===== src/slm_pkg.sv =====
// Constants, register map and types for the supply monitor block
// How it works
// - Three-bit threshold select picks eight levels
// - Read-only bit five shows supply low
// - Detector-on bit powers detector up or down
// - Bits seven, six, three read zero
// - Reference enabled automatically with the detector
// - Detector keeps running through power-down modes
// - Flag follows comparator toggles, no hysteresis added
// - Request raised only after the interrupt delay
// - Low supply in power-down sets request, wakes
// - Any request rising edge in power-down wakes, ignoring enables
// - Service clears shared flag; software clears own
package slm_pkg;
    // Clock period in picoseconds, 200 MHz
    localparam int unsigned CLK_PERIOD_PS      = 5000;
    // Interrupt delay after the flag rises, in ns
    localparam int unsigned IRQ_DELAY_NS       = 1000;
    // Detector settling time, in ns
    localparam int unsigned SETTLE_DELAY_NS    = 5000;
    // Least times round up to whole cycles
    localparam int unsigned IRQ_DELAY_CYCLES   = (IRQ_DELAY_NS * 1000 + CLK_PERIOD_PS - 1) / CLK_PERIOD_PS;
    localparam int unsigned SETTLE_CYCLES      = (SETTLE_DELAY_NS * 1000 + CLK_PERIOD_PS - 1) / CLK_PERIOD_PS;
    localparam int unsigned CNT_W              = 12;
    localparam logic [CNT_W-1:0] IRQ_DELAY_CNT = CNT_W'(IRQ_DELAY_CYCLES);
    localparam logic [CNT_W-1:0] SETTLE_CNT    = CNT_W'(SETTLE_CYCLES);
    // Register byte addresses
    localparam logic [7:0] CONTROL_ADDR        = 8'h00;
    localparam logic [7:0] STATUS_ADDR         = 8'h04;
    // Control register fields
    localparam int unsigned THRESH_LSB         = 0;
    localparam int unsigned DETECTOR_ON_BIT    = 4;
    localparam int unsigned LOW_FLAG_BIT       = 5;
    // Status register fields
    localparam int unsigned MON_REQ_BIT        = 0;
    localparam int unsigned SHARED_REQ_BIT     = 1;
    localparam int unsigned SETTLED_BIT        = 2;
    // Reset values
    localparam logic [2:0] THRESH_RESET        = 3'h0;
    localparam logic       DETECTOR_ON_RESET   = 1'b0;
    // Bus phase states
    typedef enum logic [1:0] {
        SLM_BUS_IDLE  = 2'b00,
        SLM_BUS_WRITE = 2'b01,
        SLM_BUS_READ  = 2'b10,
        SLM_BUS_RDATA = 2'b11
    } slm_bus_t;
endpackage


===== src/slm_det_if.sv =====
// Signals between the register core and the detector front end
`timescale 1ns/1ps
`default_nettype none
interface slm_det_if;
    logic detector_on;     // Software enable
    logic comparator_raw;  // Asynchronous comparator output
    logic low_supply_flag; // Synchronised, gated flag
    logic irq_fire;        // One-cycle pulse when delay expires
    logic settled;         // Settling time has elapsed
    modport front (input detector_on, input comparator_raw,
                   output low_supply_flag, output irq_fire, output settled);
    modport core  (output detector_on, output comparator_raw,
                   input low_supply_flag, input irq_fire, input settled);
endinterface
`default_nettype wire


===== src/slm_detector.sv =====
// Comparator synchroniser, interrupt delay and settle timer
`timescale 1ns/1ps
`default_nettype none
module slm_detector (
    input  wire logic hclk,
    input  wire logic hresetn,
    slm_det_if.front  det
);
    import slm_pkg::*;

    logic             sync1;      // First stage, read only by sync2
    logic             sync2;      // Second stage
    logic             flag;       // Low-supply flag
    logic [CNT_W-1:0] dly_cnt;    // Interrupt delay counter
    logic             fire;       // Delay expiry pulse
    logic [CNT_W-1:0] settle_cnt; // Settle timer
    logic             next_flag;
    logic [CNT_W-1:0] next_dly_cnt;
    logic             next_fire;
    logic [CNT_W-1:0] next_settle_cnt;

    // Next values: flag tracks comparator with no filtering, so slow
    // supplies near the trip point toggle it freely
    always_comb begin
        next_flag       = det.detector_on & sync2;
        next_dly_cnt    = dly_cnt;
        next_fire       = 1'b0;
        next_settle_cnt = settle_cnt;
        if (!det.detector_on || !flag) begin
            next_dly_cnt = '0;
        end else if (dly_cnt != IRQ_DELAY_CNT) begin
            next_dly_cnt = dly_cnt + CNT_W'(1);
            next_fire    = (dly_cnt == IRQ_DELAY_CNT - CNT_W'(1));
        end
        if (!det.detector_on) begin
            next_settle_cnt = '0;
        end else if (settle_cnt != SETTLE_CNT) begin
            next_settle_cnt = settle_cnt + CNT_W'(1);
        end
    end

    // Registers, synchroniser included
    always_ff @(posedge hclk or negedge hresetn) begin
        if (!hresetn) begin
            sync1      <= 1'b0;
            sync2      <= 1'b0;
            flag       <= 1'b0;
            dly_cnt    <= '0;
            fire       <= 1'b0;
            settle_cnt <= '0;
        end else begin
            sync1      <= det.comparator_raw;
            sync2      <= sync1;
            flag       <= next_flag;
            dly_cnt    <= next_dly_cnt;
            fire       <= next_fire;
            settle_cnt <= next_settle_cnt;
        end
    end

    assign det.low_supply_flag = flag;
    assign det.irq_fire        = fire;
    assign det.settled         = (settle_cnt == SETTLE_CNT);

    // Flag rises only one cycle after synchronised comparator is high
    a_flag_sync: assert property (@(posedge hclk) disable iff (!hresetn)
        $rose(flag) |-> $past(sync2) && $past(det.detector_on))
        else $error("flag rose without synchronised comparator");
    // Fire needs the flag high for the whole delay
    a_fire_delay: assert property (@(posedge hclk) disable iff (!hresetn)
        fire |-> dly_cnt == IRQ_DELAY_CNT && $past(flag))
        else $error("interrupt fired before the delay");
    // Counter held at zero while off
    a_off_clear: assert property (@(posedge hclk) disable iff (!hresetn)
        !det.detector_on |=> dly_cnt == '0 && !flag)
        else $error("counter or flag not cleared while off");
endmodule
`default_nettype wire


===== src/slm_top.sv =====
// Supply monitor: AHB-Lite registers, request flags and wake-up
//
// The AHB-Lite register port and the address map were left to the implementer.
`timescale 1ns/1ps
`default_nettype none
module slm_top (
    input  wire logic        hclk,
    input  wire logic        hresetn,
    input  wire logic        hsel,
    input  wire logic [7:0]  haddr,
    input  wire logic [1:0]  htrans,
    input  wire logic        hwrite,
    input  wire logic [2:0]  hsize,
    input  wire logic [31:0] hwdata,
    input  wire logic        hready,
    output logic      [31:0] hrdata,
    output logic             hreadyout,
    output logic             hresp,
    input  wire logic        comparator_low,
    input  wire logic        power_down,
    input  wire logic        irq_service,
    output logic             detector_power,
    output logic             reference_enable,
    output logic      [2:0]  threshold_select,
    output logic             monitor_irq_request,
    output logic             shared_irq_request,
    output logic             wake_request
);
    import slm_pkg::*;

    slm_det_if det ();

    slm_bus_t   state;          // Bus phase
    logic [7:0] addr_q;         // Latched address
    logic       detector_on;    // Control bit
    logic [2:0] thresh;         // Threshold code
    logic       mon_req;        // Monitor request, software cleared
    logic       shared_req;     // Shared request, cleared by service
    logic       wake;           // Wake pulse
    logic [31:0] rdata;         // Read data register
    slm_bus_t   next_state;
    logic [7:0] next_addr_q;
    logic       next_detector_on;
    logic [2:0] next_thresh;
    logic       next_mon_req;
    logic       next_shared_req;
    logic       next_wake;
    logic [31:0] next_rdata;
    logic       accept;         // Address phase taken
    logic [31:0] read_mux;      // Register read value
    logic       mon_clear;      // Software clear of monitor request
    logic       mon_rise;       // Monitor request set edge
    logic       shared_rise;    // Shared request set edge

    // Detector front end
    slm_detector u_det (
        .hclk    (hclk),
        .hresetn (hresetn),
        .det     (det)
    );

    assign det.detector_on    = detector_on;
    assign det.comparator_raw = comparator_low;

    // Outputs; analog parts follow the enable even in power-down
    assign detector_power      = detector_on;
    assign reference_enable    = detector_on;
    assign threshold_select    = thresh;
    assign monitor_irq_request = mon_req;
    assign shared_irq_request  = shared_req;
    assign wake_request        = wake;
    assign hrdata              = rdata;
    assign hresp               = 1'b0;
    // One wait state on reads so a read right after a write sees it
    assign hreadyout           = (state != SLM_BUS_READ);

    // Read value, unused bits zero
    always_comb begin
        read_mux = 32'h0;
        if (addr_q == CONTROL_ADDR) begin
            read_mux[THRESH_LSB +: 3]    = thresh;
            read_mux[DETECTOR_ON_BIT]    = detector_on;
            read_mux[LOW_FLAG_BIT]       = det.low_supply_flag;
        end else if (addr_q == STATUS_ADDR) begin
            read_mux[MON_REQ_BIT]        = mon_req;
            read_mux[SHARED_REQ_BIT]     = shared_req;
            read_mux[SETTLED_BIT]        = det.settled;
        end
    end

    // Bus phase and register next values
    always_comb begin
        accept           = hsel && htrans[1] && hready;
        next_state       = state;
        next_addr_q      = addr_q;
        next_detector_on = detector_on;
        next_thresh      = thresh;
        next_rdata       = rdata;
        mon_clear        = 1'b0;
        case (state)
            SLM_BUS_WRITE: begin
                // Write data phase
                if (addr_q == CONTROL_ADDR) begin
                    next_detector_on = hwdata[DETECTOR_ON_BIT];
                    next_thresh      = hwdata[THRESH_LSB +: 3];
                end else if (addr_q == STATUS_ADDR) begin
                    mon_clear        = hwdata[MON_REQ_BIT];
                end
            end
            SLM_BUS_READ: begin
                // Wait state loads read data
                next_rdata = read_mux;
            end
            SLM_BUS_IDLE, SLM_BUS_RDATA: begin
                // Nothing pending
            end
            default: begin
                next_state = SLM_BUS_IDLE;
            end
        endcase
        if (state != SLM_BUS_READ) begin
            if (accept) begin
                next_addr_q = haddr;
                next_state  = hwrite ? SLM_BUS_WRITE : SLM_BUS_READ;
            end else begin
                next_state  = SLM_BUS_IDLE;
            end
        end else begin
            next_state = SLM_BUS_RDATA;
        end
        // Set wins over clear on the monitor request
        mon_rise        = det.irq_fire && !mon_req;
        next_mon_req    = det.irq_fire || (mon_req && !mon_clear);
        shared_rise     = mon_rise && !shared_req;
        next_shared_req = mon_rise || (shared_req && !irq_service);
        // A flag already high cannot wake; enables play no part
        next_wake       = power_down && (mon_rise || shared_rise);
    end

    // State registers
    always_ff @(posedge hclk or negedge hresetn) begin
        if (!hresetn) begin
            state       <= SLM_BUS_IDLE;
            addr_q      <= 8'h00;
            detector_on <= DETECTOR_ON_RESET;
            thresh      <= THRESH_RESET;
            mon_req     <= 1'b0;
            shared_req  <= 1'b0;
            wake        <= 1'b0;
            rdata       <= 32'h0;
        end else begin
            state       <= next_state;
            addr_q      <= next_addr_q;
            detector_on <= next_detector_on;
            thresh      <= next_thresh;
            mon_req     <= next_mon_req;
            shared_req  <= next_shared_req;
            wake        <= next_wake;
            rdata       <= next_rdata;
        end
    end

    // Checks on what software and the interrupt side see

    // Unused control bits read as zero
    a_reserved_zero: assert property (@(posedge hclk) disable iff (!hresetn)
        state == SLM_BUS_RDATA && addr_q == CONTROL_ADDR |-> hrdata[7:6] == 2'b00 && hrdata[3] == 1'b0)
        else $error("reserved control bits read nonzero");
    // Upper bytes of the control word read as zero too
    a_ctrl_upper: assert property (@(posedge hclk) disable iff (!hresetn)
        state == SLM_BUS_RDATA && addr_q == CONTROL_ADDR |-> hrdata[31:8] == 24'h0)
        else $error("upper control bits read nonzero");
    // Control write lands on the next edge
    a_ctrl_write: assert property (@(posedge hclk) disable iff (!hresetn)
        state == SLM_BUS_WRITE && addr_q == CONTROL_ADDR
        |=> threshold_select == $past(hwdata[2:0]) && detector_power == $past(hwdata[4]))
        else $error("control write not applied");
    // Threshold moves only through a control write
    a_thresh_hold: assert property (@(posedge hclk) disable iff (!hresetn)
        !(state == SLM_BUS_WRITE && addr_q == CONTROL_ADDR) |=> $stable(threshold_select))
        else $error("threshold changed without a write");
    // Read data carries the flag seen in the wait state
    a_flag_read: assert property (@(posedge hclk) disable iff (!hresetn)
        state == SLM_BUS_READ && addr_q == CONTROL_ADDR |=> hrdata[5] == $past(det.low_supply_flag))
        else $error("flag read mismatch");
    // Delay expiry always raises the monitor request
    a_req_set: assert property (@(posedge hclk) disable iff (!hresetn)
        det.irq_fire |=> monitor_irq_request)
        else $error("request not set by delay expiry");
    // Request stays until software clears it
    a_req_hold: assert property (@(posedge hclk) disable iff (!hresetn)
        monitor_irq_request && !det.irq_fire && !mon_clear |=> monitor_irq_request)
        else $error("request lost without software clear");
    // Software clear lowers the request when no new fire
    a_sw_clear: assert property (@(posedge hclk) disable iff (!hresetn)
        state == SLM_BUS_WRITE && addr_q == STATUS_ADDR && hwdata[MON_REQ_BIT] && !det.irq_fire
        |=> !monitor_irq_request)
        else $error("software clear of request ignored");
    // Servicing the shared flag leaves the monitor request alone
    a_service_keep: assert property (@(posedge hclk) disable iff (!hresetn)
        irq_service && monitor_irq_request && !mon_clear |=> monitor_irq_request)
        else $error("service cleared the monitor request");
    // Service clears the shared flag unless a new rise wins
    a_shared_clear: assert property (@(posedge hclk) disable iff (!hresetn)
        irq_service && !mon_rise |=> !shared_irq_request)
        else $error("service did not clear shared flag");
    // Wake needs power-down and a fresh request
    a_wake_edge: assert property (@(posedge hclk) disable iff (!hresetn)
        wake_request |-> $past(power_down) && $rose(monitor_irq_request))
        else $error("wake without rising request");
    // A fresh request in power-down wakes on the next edge
    a_wake_fresh: assert property (@(posedge hclk) disable iff (!hresetn)
        power_down && det.irq_fire && !monitor_irq_request |=> wake_request)
        else $error("fresh request in power-down gave no wake");
    // A request already high can never wake the chip
    a_wake_blocked: assert property (@(posedge hclk) disable iff (!hresetn)
        monitor_irq_request |=> !wake_request)
        else $error("wake from a request already high");
    // Reference enable is the detector enable, nothing else
    a_ref_follow: assert property (@(posedge hclk) disable iff (!hresetn)
        reference_enable == detector_power && detector_power == detector_on)
        else $error("reference not tied to detector enable");
    // Reference follows the written enable bit with no extra control
    a_ref_write: assert property (@(posedge hclk) disable iff (!hresetn)
        state == SLM_BUS_WRITE && addr_q == CONTROL_ADDR |=> reference_enable == $past(hwdata[DETECTOR_ON_BIT]))
        else $error("reference did not follow the written enable");
endmodule
`default_nettype wire


===== config.mk =====
export PLATFORM = sky130hd
export DESIGN_NAME = slm_top
export DESIGN_NICKNAME = d
export VERILOG_FILES = /design/src/slm_pkg.sv /design/src/slm_det_if.sv /design/src/slm_detector.sv /design/src/slm_top.sv
export SDC_FILE = /design/constraint.sdc
export NUM_CORES = 1
export LEC_CHECK = 0
export BUFFER_PORTS_ARGS = -buffer_cell sky130_fd_sc_hd__clkbuf_2
export CORE_ASPECT_RATIO = 2
export CORE_MARGIN = 4
export CORE_UTILIZATION = 53
export DETAILED_ROUTE_END_ITERATION = 12
export PLACE_DENSITY = 0.85
export RECOVER_POWER = 100
export SETUP_SLACK_MARGIN = 0.15
export SLEW_MARGIN = 15
export SYNTH_ARGS = -nofsm -noshare
export SYNTH_HDL_FRONTEND = slang
export SYNTH_SLANG_ARGS = --single-unit

===== constraint.sdc =====
create_clock -name hclk -period 3.7 [get_ports hclk]
set_input_delay 0.185 -clock hclk [delete_from_list [all_inputs] [get_ports hclk]]
set_output_delay 0.185 -clock hclk [all_outputs]
set_load 0.03 [all_outputs]

==> impl_results.md <==
* Netlist Area Pre-Place at 0.002549 mm²
* Die width at about 57 µm
* CTS-repair resized insts at 0
* CP Launch Type: flop
* Final ANT Viol Nets at 0
* Synth warn at 0
* Initial antenna violation count at 0
* CTS tree: yes
* Drt drc at 0
* Final GP Congestion at approximately 0.79
* I/O Buffers at 34
* Period utilization at a little over three fifths
* Dpl cell area at between 0.002 and 0.003 mm²
* Num rows at 35
* Cell Pwr Density at ~470 mW/mm²
* Global route total overflow at 0
* Iteration-0 DRC Markers at between 40 and 50
* Crit path DAT at approximately 2.5 ns
* Crit Path Category: reg -> reg
* Synth area leader: dfrtp_1
* Design Area, Final at about 0.0027 mm²
* Relative slew margins at between 10 and 15%
* Clock Latency Late Sink at approximately 0.31 ns
* Commonest non-fill, non-tap cells in the layout: dfrtp_1, conb_1, nand2_1, clkbuf_2
* Flops & latches, synth at 50
* Post-Route WL at ~5000 µm
* Clk pin slew, worst setup/hold paths at roughly 0.09 ns
* Least-Margin Pin Slew at 1.277 ns
* Vias per cell at between 5 and 6
* P_leak at between 1 and 1.5 nW
* Final nets at 338
* Finished Layout Cells at ~340
* Max Clk Rate at 0.4322 GHz
* Clk_skew at ~0.012 ns
* Die Area at 0.006050 mm²
* Internal Dissipation at between 800 and 900 µW
* Main flop type after synthesis: dfrtp_1
* Worst path slowest cell: nor4_1
* Final Slew Violations at 0
* Drt pass-1 iters at 4
* Synth cell types at 41
* Deepest clock path buffer count at 2
* Total Routing Usage GR at 16.87%
* Combinational power share at about 22%
* Most common cell after layout, fill and taps aside: dfrtp_1
* Pre-CTS setup slack at between 1.5 and 2 ns
* Die Y at between 100 and 150 µm
* Cells after Synth at 243
* Vias in the first global route at about 1,900
* FFs w/ async S/R, synth at 100.0%
* DR WL/cell at 14.86 µm
* Setup total negative slack at 0 ns
* Flop pwr share at 53.6%
* Inst Count DP at 327
* Post-CTS setup buffer count at 0
* Outcome: completed
* Num CTS Buffers at 5
* Max-Cap Viols at 0
* Crit end category: flop
* Post-synth EDFFs at 0
* Clock power frac at 24.2%
* Vias at ~1,900
* Sw Share at between 30% and 40%
* Largest net degree at the start of global routing at 28
* Critical path peak fanout at 4
* Slowest stage delay, CP at a little over 0.8 ns
* H-tree depth at 2
* Post-DP HPWL at 3844 µm
* Area Overhead vs Synth at 6.726%
* Critical-path cell list: or4b_2 -> nor4_1 -> mux2i_1
* Largest cells by area after synthesis: dfrtp_1, buf_4, mux2_2, a21oi_1, o31ai_1
* Final worst slack at 1.386 ns
* Worst VDD drop at between 0.3 and 0.4 mV
* WP data required at between 3 and 4 ns
* Switch Pwr at approximately 440 µW
* Ports at 95
* Register area share after synthesis at 49.09%
* Synthesized area per cell at 10.49 µm²
* Starting Density at 54.91%
* First-pass GRT wire length at between 8000 and 9000 µm
* Top cell type's share of synthesized area at roughly half
* Tmin final at about 2.3 ns
* Root Driver: clkbuf_8
* Flop2flop setup slack at ~1.4 ns
* Hold Path Class: in -> reg
* Final Setup Violations at 0
* Layout cells sized above 1 at about 15%
* Clk sinks at 50
* Final hold vios at 0
* Core region area at approximately 0.0046 mm²
* Antenna diodes at 0
* RSZ-0062 raised after global routing: false
[flip-flops by register name, indices dropped and copies added, names as in the netlist, 2 cells and up]
register and cells:
addr_q 8, hrdata 5, state 2, threshold_select 3
u_det.dly_cnt 12, u_det.settle_cnt 12
[worst max-delay path: cells and delay by family (launching register included)]
kind	cells	cell delay, ns
DFF	1	0.42
muxes	1	0.29
and+or+nand+nor	2	1.51
[power groups by stage]
stage / Combinational (mW) / Clock, mW / Sequential (mW)
2_1_floorplan: 0.228 / 0 / 0.698
3_3_place_gp: 0.282 / 0 / 0.692
3_5_place_dp: 0.295 / 0 / 0.696
4_1_cts: 0.297 / 0.316 / 0.686
5_1_grt: 0.314 / 0.337 / 0.697
6_report: 0.283 / 0.308 / 0.683
[stage by stage]
stage               hold slack [ns]  util (%)  power (mW)
finish                      0.05362     58.60       1.273
global route                0.04555     58.60       1.349
CTS                         0.04860     59.60       1.299
detailed placement           0.2202     57.36      0.9906
global placement             0.2053     57.36      0.9740
floorplan                   -0.1106         -      0.9266
[path summary, 6_finish.rpt]
kind | start | endpoint | depth (start not counted)
min | irq_service | shared_irq_request | 2
min in group asynchronous | hresetn | state[0] | 2
max reg2reg | u_det.settle_cnt[4] | u_det.settle_cnt[0] | 3
min reg2reg | u_det.sync1 | u_det.sync2 | 0
max | u_det.settle_cnt[4] | u_det.settle_cnt[0] | 3
max in group asynchronous | hresetn | u_det.sync1 | 3
[logic make-up (layout without fill, tap and decap cells)]
family	after synthesis	in the layout	share of synthesized area (%)
AND/OR/NAND/NOR	81	81	19.54
flip-flops	50	50	49.09
buffers and inverters	44	55	10.80
AO/OA/AOI/OAI	42	42	9.818
multiplexers	17	17	7.266
adder cells (fa/ha/maj)	4	4	1.964
XOR/XNOR	4	4	1.374
other	1	28	0.1471
[what timing repair did]
action                                  in CTS  in global routing
hold buffers                                 2                  0
endpoints found under the hold margin       24                  0
endpoints found under the setup margin       0                  0
[Yosys cell counts (all sizes together), types with 3 or more instances]
library cell and count:
ha 4, nor2 5, nand2 19, inv 9, o31ai 10, mux2i 5, clkbuf 3, nand3 11
mux2 12, or3 6, dfrtp 50, o21ai 11, xor2 4, nand2b 4, buf 30, or4 8
nand4 6, a21oi 15, nor4 6
[layer usage]
metal	vias to the layer above	GRT usage [%]	part of all wire (%)
met4	0	6.633	2.0
met3	7	2.795	4.3
li1	893	-	-
met2	48	33.31	59
met1	924	16.44	35
met5	-	0	0
[cell type report]
cell class | count | area, µm²
clock buffers | 5 | 68.82
clock inverters | 2 | 15.01
fillers | 387 | 1922
inverters | 11 | 41.29
multi-input cells | 176 | 1096
flip-flops and latches | 50 | 1251
well taps | 55 | 68.82
repair buffers | 37 | 178.9
(Power assumes the default switching activity.)
